### config.mk
export PLATFORM = sky130hd
export DESIGN_NAME = iprm_regs
export DESIGN_NICKNAME = d
export VERILOG_FILES = /design/src/iprm_regs.v /design/src/iprm_field.v /design/src/iprm_apb_if.v
export VERILOG_INCLUDE_DIRS = /design/src
export SDC_FILE = /design/constraint.sdc
export NUM_CORES = 1
export LEC_CHECK = 0
export CORE_ASPECT_RATIO = 1.2
export CORE_MARGIN = 10
export CORE_UTILIZATION = 35
export CTS_CLUSTER_DIAMETER = 30
export DETAILED_ROUTE_END_ITERATION = 7
export DONT_BUFFER_PORTS = 1
export HOLD_SLACK_MARGIN = 0.08
export PLACE_DENSITY = 0.59
export SLEW_MARGIN = 30
export SYNTH_ARGS = -nofsm -noshare
export SYNTH_HDL_FRONTEND = slang
export SYNTH_SLANG_ARGS = --single-unit
### constraint.sdc
create_clock -name pclk -period 1.85 [get_ports pclk]
set_input_delay 0.37 -clock pclk [delete_from_list [all_inputs] [get_ports pclk]]
set_output_delay 0.37 -clock pclk [all_outputs]
set_load 0.05 [all_outputs]
### src/iprm_defs.vh
// constants shared by the mid interrupt priority register bank
`ifndef IPRM_DEFS_VH
`define IPRM_DEFS_VH

// bus geometry
`define IPRM_ADDR_W      12
`define IPRM_DATA_W      32
`define IPRM_NUM_REGS    7
`define IPRM_LAST_IDX    3'h6
`define IPRM_IDX_W       3

// register indexes, byte address is index times four
`define IPRM_IDX_EXT1    3'h0
`define IPRM_IDX_TMR4    3'h1
`define IPRM_IDX_SER2    3'h2
`define IPRM_IDX_SPI2    3'h3
`define IPRM_IDX_CAP     3'h4
`define IPRM_IDX_CMP5    3'h5
`define IPRM_IDX_PARP    3'h6

// priority field geometry and codes
`define IPRM_FLD_W       3
`define IPRM_NUM_FLDS    15
`define IPRM_RST_LEVEL   3'h4
`define IPRM_LVL_OFF     3'h0
`define IPRM_LVL_MIN     3'h1
`define IPRM_LVL_MAX     3'h7

// lowest bit of each priority field within its register
`define IPRM_POS_EXT1    4'h0
`define IPRM_POS_TMR4    4'hc
`define IPRM_POS_CMP4    4'h8
`define IPRM_POS_CMP3    4'h4
`define IPRM_POS_SER2TX  4'hc
`define IPRM_POS_SER2RX  4'h8
`define IPRM_POS_EXT2    4'h4
`define IPRM_POS_TMR5    4'h0
`define IPRM_POS_SPIEVT  4'h4
`define IPRM_POS_SPIFLT  4'h0
`define IPRM_POS_CAP5    4'hc
`define IPRM_POS_CAP4    4'h8
`define IPRM_POS_CAP3    4'h4
`define IPRM_POS_CMP5    4'h4
`define IPRM_POS_PARP    4'h4

`endif

### src/iprm_regs.v
// mid interrupt priority register bank behind an apb slave
//
// Local design decisions: register access over APB and the placing of the registers.
`timescale 1ns/1ps
`include "iprm_defs.vh"

// Functional notes
// each field three bits, read-write, seven highest
// code one is lowest level, codes linear
// all-zero code disables the source
// unused bit positions always read zero
// reset loads every field with level four
// register zero: external interrupt one, bits 2-0
// register one: timer4, compare4, compare3 fields
// register two: serial tx, rx, ext2, timer5
// register three: spi event 6-4, fault 2-0
// register four: capture five, four, three
// register five: compare five at bits 6-4
// register six: parallel port at bits 6-4
// software may give all sources one nonzero level
// unused bits ignore writes; fields update next cycle
module iprm_regs #(
  parameter ADDR_W = `IPRM_ADDR_W
) (
  input  wire                    pclk,
  input  wire                    presetn,
  input  wire                    psel,
  input  wire                    penable,
  input  wire                    pwrite,
  input  wire [ADDR_W-1:0]       paddr,
  input  wire [`IPRM_DATA_W-1:0] pwdata,
  input  wire [3:0]              pstrb,
  output wire [`IPRM_DATA_W-1:0] prdata,
  output wire                    pready,
  output wire                    pslverr,
  output wire [2:0]              ext_irq1_level,
  output wire [2:0]              timer4_level,
  output wire [2:0]              compare4_level,
  output wire [2:0]              compare3_level,
  output wire [2:0]              serial2_tx_level,
  output wire [2:0]              serial2_rx_level,
  output wire [2:0]              ext_irq2_level,
  output wire [2:0]              timer5_level,
  output wire [2:0]              spi_unit2_event_level,
  output wire [2:0]              spi_unit2_fault_level,
  output wire [2:0]              capture5_level,
  output wire [2:0]              capture4_level,
  output wire [2:0]              capture3_level,
  output wire [2:0]              compare5_level,
  output wire [2:0]              parallel_port_level,
  output wire [14:0]             src_enabled
);

  localparam NF = `IPRM_NUM_FLDS;  // number of priority fields

  // register index of each field, field zero in the low bits
  localparam [3*NF-1:0] FLD_REG = {
    `IPRM_IDX_PARP,   // field 14, parallel port
    `IPRM_IDX_CMP5,   // field 13, compare five
    `IPRM_IDX_CAP,    // field 12, capture three
    `IPRM_IDX_CAP,    // field 11, capture four
    `IPRM_IDX_CAP,    // field 10, capture five
    `IPRM_IDX_SPI2,   // field 9, spi fault
    `IPRM_IDX_SPI2,   // field 8, spi event
    `IPRM_IDX_SER2,   // field 7, timer five
    `IPRM_IDX_SER2,   // field 6, external two
    `IPRM_IDX_SER2,   // field 5, serial receive
    `IPRM_IDX_SER2,   // field 4, serial transmit
    `IPRM_IDX_TMR4,   // field 3, compare three
    `IPRM_IDX_TMR4,   // field 2, compare four
    `IPRM_IDX_TMR4,   // field 1, timer four
    `IPRM_IDX_EXT1    // field 0, external one
  };

  // lowest bit of each field inside its register
  localparam [4*NF-1:0] FLD_POS = {
    `IPRM_POS_PARP,
    `IPRM_POS_CMP5,
    `IPRM_POS_CAP3,
    `IPRM_POS_CAP4,
    `IPRM_POS_CAP5,
    `IPRM_POS_SPIFLT,
    `IPRM_POS_SPIEVT,
    `IPRM_POS_TMR5,
    `IPRM_POS_EXT2,
    `IPRM_POS_SER2RX,
    `IPRM_POS_SER2TX,
    `IPRM_POS_CMP3,
    `IPRM_POS_CMP4,
    `IPRM_POS_TMR4,
    `IPRM_POS_EXT1
  };

  wire                    setup_rd;   // read in its setup cycle
  wire                    access_wr;  // mapped write completing
  wire [2:0]              reg_sel;    // addressed register index
  wire                    sel_valid;  // address hits the bank
  wire [3*NF-1:0]         field_q;    // all stored codes, flat
  wire [NF-1:0]           field_en;   // per field nonzero flag
  reg  [`IPRM_DATA_W-1:0] rd_word;    // assembled read value
  reg  [`IPRM_DATA_W-1:0] prdata_reg; // registered read data
  reg  [`IPRM_DATA_W-1:0] prdata_next;
  integer                 k;          // field loop index

  // bus phase decode and error answer
  iprm_apb_if #(
    .ADDR_W    (ADDR_W)
  ) u_apb (
    .psel      (psel),
    .penable   (penable),
    .pwrite    (pwrite),
    .paddr     (paddr),
    .pready    (pready),
    .pslverr   (pslverr),
    .setup_rd  (setup_rd),
    .access_wr (access_wr),
    .reg_sel   (reg_sel),
    .sel_valid (sel_valid)
  );

  // one storage cell per priority field
  genvar gi;
  generate
    for (gi = 0; gi < NF; gi = gi + 1) begin : g_fld
      // placement of this field, fixed per instance
      localparam [2:0] RIDX = FLD_REG[3*gi+2:3*gi];
      localparam [3:0] BPOS = FLD_POS[4*gi+3:4*gi];
      wire             hit;  // write addressed to this field

      // only the owning register and byte lane can write it
      assign hit = access_wr & (reg_sel == RIDX) &
                   pstrb[BPOS[3]];

      iprm_field #(
        .RST_VAL (`IPRM_RST_LEVEL)
      ) u_fld (
        .pclk    (pclk),
        .presetn (presetn),
        .wr_en   (hit),
        .wr_data (pwdata[BPOS+2:BPOS]),
        .level   (field_q[3*gi+2:3*gi]),
        .enabled (field_en[gi])
      );
    end
  endgenerate

  // place every field of the addressed register, rest stay zero
  always @* begin
    rd_word = {`IPRM_DATA_W{1'b0}};
    for (k = 0; k < NF; k = k + 1) begin
      if (FLD_REG[3*k +: 3] == reg_sel) begin
        rd_word[FLD_POS[4*k +: 4] +: 3] = field_q[3*k +: 3];
      end
    end
  end

  // read data settles in the setup cycle so prdata is a flop
  always @* begin
    prdata_next = prdata_reg;
    if (setup_rd) begin
      if (sel_valid) begin
        prdata_next = rd_word;
      end else begin
        // unmapped reads return zero alongside the error
        prdata_next = {`IPRM_DATA_W{1'b0}};
      end
    end
  end

  // read data register
  always @(posedge pclk or negedge presetn) begin
    if (!presetn) begin
      prdata_reg <= {`IPRM_DATA_W{1'b0}};
    end else begin
      prdata_reg <= prdata_next;
    end
  end

  assign prdata = prdata_reg;

  // per source levels toward the arbiter; the arbiter must treat
  // a zero level as no request, equal levels are legal
  assign ext_irq1_level        = field_q[2:0];
  assign timer4_level          = field_q[5:3];
  assign compare4_level        = field_q[8:6];
  assign compare3_level        = field_q[11:9];
  assign serial2_tx_level      = field_q[14:12];
  assign serial2_rx_level      = field_q[17:15];
  assign ext_irq2_level        = field_q[20:18];
  assign timer5_level          = field_q[23:21];
  assign spi_unit2_event_level = field_q[26:24];
  assign spi_unit2_fault_level = field_q[29:27];
  assign capture5_level        = field_q[32:30];
  assign capture4_level        = field_q[35:33];
  assign capture3_level        = field_q[38:36];
  assign compare5_level        = field_q[41:39];
  assign parallel_port_level   = field_q[44:42];

  // zero code drops the source out of arbitration
  assign src_enabled = field_en;

endmodule

### src/iprm_field.v
// one three-bit priority field with its enable decode
`timescale 1ns/1ps
`include "iprm_defs.vh"

module iprm_field #(
  parameter [2:0] RST_VAL = `IPRM_RST_LEVEL
) (
  input  wire       pclk,
  input  wire       presetn,
  input  wire       wr_en,
  input  wire [2:0] wr_data,
  output wire [2:0] level,
  output wire       enabled
);

  reg [2:0] level_reg;   // stored priority code
  reg [2:0] level_next;  // value for the next edge

  // hold unless the bus writes this field
  always @* begin
    level_next = level_reg;
    if (wr_en) begin
      level_next = wr_data;
    end
  end

  // power-on value is level four
  always @(posedge pclk or negedge presetn) begin
    if (!presetn) begin
      level_reg <= RST_VAL;
    end else begin
      level_reg <= level_next;
    end
  end

  // code is the level itself, one lowest, seven highest
  assign level   = level_reg;
  // zero code takes the source out of arbitration
  assign enabled = (level_reg != `IPRM_LVL_OFF);

endmodule

### src/iprm_apb_if.v
// apb slave front end: phase strobes and address decode
`timescale 1ns/1ps
`include "iprm_defs.vh"

module iprm_apb_if #(
  parameter ADDR_W = `IPRM_ADDR_W
) (
  input  wire              psel,
  input  wire              penable,
  input  wire              pwrite,
  input  wire [ADDR_W-1:0] paddr,
  output wire              pready,
  output wire              pslverr,
  output wire              setup_rd,
  output wire              access_wr,
  output wire [2:0]        reg_sel,
  output wire              sel_valid
);

  wire hi_zero;  // address bits above the bank are clear
  wire aligned;  // word aligned access

  assign hi_zero   = (paddr[ADDR_W-1:5] == {(ADDR_W-5){1'b0}});
  assign aligned   = (paddr[1:0] == 2'h0);
  assign reg_sel   = paddr[4:2];
  // index seven and anything outside the bank is unmapped
  assign sel_valid = hi_zero & aligned & (reg_sel <= `IPRM_LAST_IDX);

  // zero wait state: the access phase always completes at once
  assign pready    = 1'b1;
  // unmapped access answers with an error, nothing is stored
  assign pslverr   = psel & penable & ~sel_valid;
  // read data is captured at the setup edge so it is a flop
  assign setup_rd  = psel & ~penable & ~pwrite;
  // writes take effect only at the completing access edge
  assign access_wr = psel & penable & pwrite & sel_valid;

endmodule

-- Word level (Yosys, flattened, before mapping)
Index checks and enable logic that the tools add are counted.
- shift operators: 0
- add/subtract/negate cells: 0
- order comparisons: 1
- div/mod/pow operators: 0
- reduce and logical (&&, ||, !) cells: 18
- eq/ne operators: 12
- multipliers: 0
- multiplexer cells: 16
- bitwise gates (word level): 28
- operator list (operator ; count):
    2-to-1 mux 3 bit ; 15
    nonzero test 3 bit ; 15
    bitwise AND 1 bit ; 25
    2-to-1 mux 15 bit ; 1
    equality test 3 bit (first input constant) ; 3
    equality test 3 bit (second input constant) ; 3
    zero test 7 bit ; 1
    equality test 2 x 3 -> 1 bit (first input constant) ; 2
    equality test 3 x 2 -> 1 bit (second input constant) ; 2
    equality test 1 x 3 -> 1 bit (first input constant) ; 1
    equality test 3 x 1 -> 1 bit (second input constant) ; 1
    <= comparator 3 bit (second input constant) ; 1
    zero test 3 bit ; 1
    inverter 1 bit ; 3
    zero test 2 bit ; 1
- word-level logic and storage cells: 91
- memory bits (read-only): 0
- input port bits: 53
- latch bits: 0
- bits in registers: 77
- memories kept: 0
- RAM bits: 0
- output and inout port bits: 94

-- Depth between registers and ports, before layout
Gate-level depths: netlist of the first run.
- depth in word-level cells: 8
- depth in mapped cells: 6
- gate-level depth less buffers: 4

-- Cells and area by module
Synthesis of the first run repeated with hierarchy kept, for this count alone.
- cell total of the unflattened synthesis: 235
- area total of the unflattened synthesis: 2892.8 um^2
- modules (own cells, without submodules) (module ; cells each ; seq. area each (um^2) ; times used ; area an instance (um^2)):
    iprm_field ; 7 ; 76.3 ; 15 ; 116.4
    iprm_regs ; 115 ; 300.3 ; 1 ; 1054.8
    iprm_apb_if ; 15 ; 0.0 ; 1 ; 92.6

-- Worst setup path after synthesis of the first run
OpenSTA, ideal clock, no wires.
- path type: input to output
- from: input paddr[6]
- to: output pslverr
- cell stages on the path: 4
- path buffers: 1
- path slack: 0.134 ns
- arrival: 1.346 ns
- required time: 1.480 ns
- path through: nor4_1 nand2_1 buf_4 o211a_1
- longest elaborated chain between the ends: 5
- ends and longest elaborated chain (item ; RTL line ; RTL):
    start: declaration ; iprm_regs.v:30 ; input wire [ADDR_W-1:0] paddr,
    zero test 7 bit ; iprm_apb_if.v:23 ; assign hi_zero = (paddr[ADDR_W-1:5] == {(ADDR_W-5){1'b0}});
    bitwise AND 1 bit (2 in series) ; iprm_apb_if.v:27 ; assign sel_valid = hi_zero & aligned & (reg_sel <= `IPRM_LAST_IDX);
    inverter 1 bit ; iprm_apb_if.v:32 ; assign pslverr = psel & penable & ~sel_valid;
    bitwise AND 1 bit ; iprm_apb_if.v:32 ;
    end: declaration ; iprm_regs.v:35 ; output wire pslverr,
No other way between the ends.

-- Worst setup path in the final report of the first run
Same ends and word-level chain as after synthesis.

==> metrics.md, run 1 <==
| Metric | Value |
|---|---|
| Post-synthesis sequential area ratio | `46.76%` |
| Arr. time, crit path | `1.38 ns` |
| Yosys top cell area share | `34.01%` |
| First-pass GRT wire length | `13650 um` |
| WHS Path Cells | `1` |
| Power Dens Cells | `747.5 mW/mm^2` |
| Synthesis warning total | `0` |
| Nets@finish | `368` |
| Via-to-Cell Ratio | `5.011` |
| Place WS | `-0.001985 ns` |
| Yosys top cell by area | `dfrtp_1` |
| Period minus WS final | `1.755 ns` |
| Initial DRC Count | `104` |
| CTS Buf Count | `9` |
| Clk buf depth | `2` |
| HP Class | `in2reg` |
| Worst-margin pin slew | `0.5216 ns` |
| Chip height | `122.9 um` |
| Largest register FFs | `45` |
| Cells after Synth | `267` |
| Share of cells above drive strength 1 | `49.38%` |
| Critical Path End Type | `output port` |
| Post-route insts no fill | `437` |
| Via count of the first global-routing pass | `2419` |
| Rows | `37` |
| Setup Skew | `0.006082 ns` |
| CTS tree | `built` |
| Placed Area | `0.003468 sq mm` |
| Ys flop type | `dfrtp_1` |
| Final WS setup | `0.09503 ns` |
| R2R depth | `3` |
| Total gr overflow | `0` |
| Fill cells | `836` |
| WP data required | `1.48 ns` |
| Synth Register Bits | `57` |
| Ys async rst share | `100.0%` |
| H-tree Lvls | `3` |
| Core ar. | `0.008611 sq mm` |
| Antenna Diode Count | `0` |
| Via count | `2190` |
| Die width | `105.8 um` |
| CTS sink cnt | `57` |
| RSZ-0062 raised after global routing | `no` |
| Average wire per standard cell | `20.33 um` |
| Die footprint | `0.01300 sq mm` |
| Slew HR | `65.23%` |
| Post-DP HPWL | `7014 um` |
| Root buffer cell | `clkbuf_8` |
| Max Clock Freq | `0.5698 GHz` |
| Final hold violation count | `0` |
| Register-to-register setup slack | `0.46 ns` |
| Setup crit start kind | `input port` |
| Resized Gates After CTS | `0` |
| Area growth, synth to finish | `20.77%` |
| Worst r2r src | `g_fld[13].u_fld.level[1]` |
| Max-cap violations | `0` |
| Area contributors post-synth | `dfrtp_1 (34%), mux2_2 (18%), dfstp_2 (13%)` |
| Clock transition at the registers of the reported paths | `0.07 ns` |
| CP Launch Point | `paddr[6]` |
| CP Class | `in2out` |
| Max VDD drop | `0.4999 mV` |
| Placed cell count | `419` |
| Yosys cell types | `38` |
| Ports | `147` |
| Number of port buffers | `0` |
| Period utilization | `94.86%` |
| Syn_area_per_cell | `11.57 sq um` |
| Worst skew pair latency | `0.34 ns` |
| Gr usage total | `13.43%` |
| Slew Viols, Final | `0` |
| Critical Path Fanout Max | `4` |
| Initial antenna violation count | `0` |
| RR Endpoint | `prdata[5]` |
| Post-route cell area | `0.003732 sq mm` |
| Number of synthesized flops with an enable pin | `0` |
| Largest net degree at the start of global routing | `58` |
| DRC errors left | `0` |
| Final Wtd Congestion | `0.7792` |
| Setup bufs post-CTS | `0` |
| 1st-pass router iterations | `4` |
| Worst setup path end | `pslverr` |
| Synth Cell Area | `0.003090 sq mm` |
| WL final | `8886 um` |
| Initial Util | `35.89%` |
| Setup violations, final | `0` |
| Leak | `0.001836 uW` |
| Status | `completed` |
| Post-DRT Antenna Nets | `0` |
## stage by stage
stage	setup TNS (ns)	total power, uW	utilization, %	hold slack (ns)
2_1_floorplan	0	1471	-	0.07441
3_3_place_gp	0	1444	40.28	0.07785
4_1_cts	0	2825	43.35	0.1093
3_5_place_dp	-0.001985	1445	40.28	0.07793
6_report	0	2790	43.35	0.1231
5_1_grt	0	2888	43.35	0.1084
## synthesized netlist by cell type (4+ instances only)
cell type,count
mux2_2,49
dfrtp_1,42
buf_4,37
nand2_1,18
or3_1,16
dfstp_2,15
a22oi_1,9
nand3_1,7
a21oi_1,6
a2bb2oi_1,6
nor3_2,6
o21ai_0,6
o31ai_1,6
buf_2,5
clkbuf_1,4
nor3_4,4
## cells in the final DEF, fill, tap and decap left out, types with 7 or more instances in the layout
master	n
dfrtp_1	42
or3_1	16
buf_4	63
clkbuf_8	9
nand2_1	18
mux2_2	49
conb_1	21
a22oi_1	9
nand3_1	7
dfstp_2	15
## repair_timing
item                                   CTS  global route
endpoints found under the hold margin   57             0
hold buffers                             2             0
setup endpoints to repair                0             0
## worst min-delay path by stage
stage / from / end
floorplan: presetn / g_fld[0].u_fld.level[0]
global placement: presetn / g_fld[13].u_fld.level[0]
detailed placement: presetn / g_fld[13].u_fld.level[0]
CTS: paddr[4] / prdata[0]
global route: paddr[4] / prdata[2]
finish: paddr[4] / prdata[2]
## layer usage
metal	up-vias	GRT usage, %	share of wire, %	routed length (um)
li1	1026	-	-	-
met4	0	3.814	0.98	87
met3	5	7.080	11	937
met5	-	0	0	0
met2	75	23.53	51	4567
met1	1084	13.77	37	3293
## report_power, final
part           total [uW]  internal, uW  switching, uW
Combinational         209          42.7            166
Sequential           1250          1250          0.507
Clock                1330           771            561
## logic make-up (layout without fill, tap and decap cells)
kind of cell / after synthesis / count (layout) / share of synthesized area (%)
compound gates: 41 / 41 / 9.595
buf+inv: 49 / 83 / 10.89
flops: 57 / 57 / 46.76
mux: 50 / 50 / 18.22
other cells: 2 / 21 / 0.2430
simple gates: 68 / 68 / 14.29
## critical path, stage by stage
cell and delay, ns:
nor4_1 0.26, nand2_1 0.16, buf_4 0.19, o211a_1 0.25, buf_12 0.16
## area by class of cell
class	count	area, sq um	share of cell area, %
Multi-Input combinational cell	180	1380	36.98
Sequential cell	57	1445	38.72
Inverter	1	3.754	0.1006
Tap cell	117	146.4	3.922
Timing Repair Buffer	66	530.5	14.21
Clock buffer	9	123.9	3.319
Clock inverter	7	102.6	2.749
No activity file was read; power rests on OpenSTA's default activity.
==> inputs of run 2 (changes only) <==
Settings changed: CELL_PAD_IN_SITES_DETAIL_PLACEMENT set to 0, CELL_PAD_IN_SITES_GLOBAL_PLACEMENT set to 2, PLACE_DENSITY 0.59 to 0.84, TNS_END_PERCENT set to 50.
==> run 2 against run 1 <==
Sequential power about the same. Cell count shrank 0.92%. Sequential share of layout area up 0.34 points. Critical path type unchanged. Count of clock-buffer cells in the layout rose by 4. Worst setup slack lost 0.010 ns. Critical path depth shrank 1. Largest power group is now registers. Register-to-register slack better by 0.04 ns. Clock power shrank 11%. Clock skew is 0.00052 ns higher.
==> metrics.md, run 2 (synthesis gave the netlist of run 1 again) <==
| Metric | Value |
|---|---|
| Max-cap violations | `0 (unchanged)` |
| Post-DRT Antenna Nets | `0 (unchanged)` |
| Post-route insts no fill | `433 (was 437)` |
| Via-to-Cell Ratio | `5.178 (was 5.011)` |
| Nets@finish | `364 (was 368)` |
| Utilization after layout | `42.97% (was 43.35%)` |
| Core ar. | `0.008611 sq mm (unchanged)` |
| Ports | `147 (unchanged)` |
| Area growth, synth to finish | `19.72% (was 20.77%)` |
| CTS Buf Count | `9 (unchanged)` |
| Commonest non-fill, non-tap cell in the layout | `buf_4 (unchanged)` |
| Die width | `105.8 um (unchanged)` |
| Highest-count cells in the layout ignoring fill and taps | `buf_4 (57), mux2_2 (49), dfrtp_1 (42) (was buf_4 (63), mux2_2 (49), dfrtp_1 (42))` |
| Arr. time, crit path | `1.40 ns (was 1.38 ns)` |
| Period utilization | `95.42% (was 94.86%)` |
| Setup Skew | `0.006606 ns (was 0.006082 ns)` |
| Clock transition at the registers of the reported paths | `0.06 ns (was 0.07 ns)` |
| Register-to-register setup slack | `0.50 ns (was 0.46 ns)` |
| Critical Path Fanout Max | `6 (was 4)` |
| R2R depth | `3 (unchanged)` |
| Fill cells | `864 (was 836)` |
| Largest register FFs | `45 (unchanged)` |
| Hold_sp | `paddr[4] (unchanged)` |
| RSZ-0062 raised after global routing | `no (unchanged)` |
| WL final | `9111 um (was 8886 um)` |
| Initial antenna violation count | `0 (unchanged)` |
| Clk buf depth | `2 (unchanged)` |
| Share of cells above drive strength 1 | `48.42% (was 49.38%)` |
| Via count | `2242 (was 2190)` |
| Endpoint, Worst Hold | `prdata[0] (was prdata[2])` |
| Setup crit start kind | `input port (unchanged)` |
| Number of port buffers | `0 (unchanged)` |
| CP Class | `in2out (unchanged)` |
| Antenna Diode Count | `0 (unchanged)` |
| RR Endpoint | `prdata[5] (unchanged)` |
| WHS Path Cells | `1 (unchanged)` |
| Chip height | `122.9 um (unchanged)` |
| Status | `completed (unchanged)` |
| HP Class | `in2reg (unchanged)` |
| Critical Path End Type | `output port (unchanged)` |
| CTS tree | `built (unchanged)` |
| Die footprint | `0.01300 sq mm (unchanged)` |
| Placed cell count | `415 (was 419)` |
| Root buffer cell | `clkbuf_8 (unchanged)` |
| WP data required | `1.48 ns (about the same)` |
| Setup bufs post-CTS | `0 (unchanged)` |
| DRC errors left | `0 (unchanged)` |
| Leak | `0.001809 uW (was 0.001836 uW)` |
| Overall Power | `2645 uW (was 2790 uW)` |
| 1st-pass router iterations | `4 (unchanged)` |
| Largest net degree at the start of global routing | `58 (unchanged)` |
| Max Clock Freq | `0.5665 GHz (was 0.5698 GHz)` |
| Initial Util | `35.89% (unchanged)` |
| Multi-input logic area | `0.001380 sq mm (unchanged)` |
| Worst r2r src | `g_fld[13].u_fld.level[1] (unchanged)` |
| Initial DRC Count | `97 (was 104)` |
| Power Dens Cells | `715.0 mW/mm^2 (was 747.5 mW/mm^2)` |
| Flip-flop and latch area | `0.001445 sq mm (unchanged)` |
| Rows | `37 (unchanged)` |
| Worst-margin pin slew | `0.5239 ns (was 0.5216 ns)` |
| Period minus WS final | `1.765 ns (was 1.755 ns)` |
| H-tree Lvls | `3 (unchanged)` |
| Setup violations, final | `0 (unchanged)` |
| Slew HR | `65.15% (was 65.23%)` |
| Total gr overflow | `0 (unchanged)` |
| Final hold violation count | `0 (unchanged)` |
| Average wire per standard cell | `21.04 um (was 20.33 um)` |
| Max VDD drop | `0.4703 mV (was 0.4999 mV)` |
| Final Wtd Congestion | `0.7894 (was 0.7792)` |
| First-pass GRT wire length | `13680 um (was 13650 um)` |
| Slew Viols, Final | `0 (unchanged)` |
| Post-DP HPWL | `7028 um (was 7014 um)` |
| Via count of the first global-routing pass | `2444 (was 2419)` |
| Worst skew pair latency | `0.35 ns (was 0.34 ns)` |
| CTS sink cnt | `57 (unchanged)` |
| Gr usage total | `13.89% (was 13.43%)` |
[run 2: routing by layer]
metal	global-route usage, %	routed length [um]	vias to the layer above
met1	13.65	3374	1130
li1	-	-	1008
met5	0	0	-
met4	6.441	180	0
met3	7.132	942	12
met2	24.03	4613	92
[run 2: worst max-delay path by stage]
stage	slack [ns]	from	endpoint
3_5_place_dp	-0.02	paddr[6]	g_fld[7].u_fld.level[0]
5_1_grt	0.001	paddr[6]	pslverr
4_1_cts	0.04	paddr[6]	pslverr
2_1_floorplan	0.13	paddr[6]	pslverr
6_report	0.08	paddr[6]	pslverr
3_3_place_gp	0.01	paddr[6]	g_fld[6].u_fld.level[0]
[run 2: final cells by class]
| class | count | share of cell area, % |
|---|---|---|
| clock inverter | 3 | 1.082 |
| tap | 117 | 3.957 |
| sequential | 57 | 39.06 |
| timing repair buffer | 62 | 14.20 |
| inverter | 1 | 0.1015 |
| multi-input combinational | 180 | 37.30 |
| clock buffer | 13 | 4.295 |
[run 2: timing repair]
action                                 in CTS  in global routing
endpoints found under the hold margin      57                  0
resized for setup                           0                  1
hold buffers                                2                  0
setup endpoints to repair                   0                  1
[run 2: critical path, stage by stage]
cell and delay (ns):
nor4_1 0.27, nand2_1 0.16, buf_4 0.21, o211a_2 0.38
[run 2: power breakdown]
part,leakage (uW),switching [uW],total (uW),internal [uW]
registers,0.000742,0.512,1250,1250
logic,0.000964,167,208,40.8
clock network,0.000103,496,1190,691
[run 2: metrics by stage]
step                      area (sq um)  setup WS (ns)  setup TNS, ns  hold WS, ns
after detailed placement          3463       -0.02191       -0.06660      0.07600
after floorplan                   3162         0.1336              0      0.07441
final                             3700        0.08464              0       0.1206
after CTS                         3700        0.03850              0       0.1035
after global routing              3700       0.001122              0       0.1012
after global placement            3463        0.01316              0      0.07607
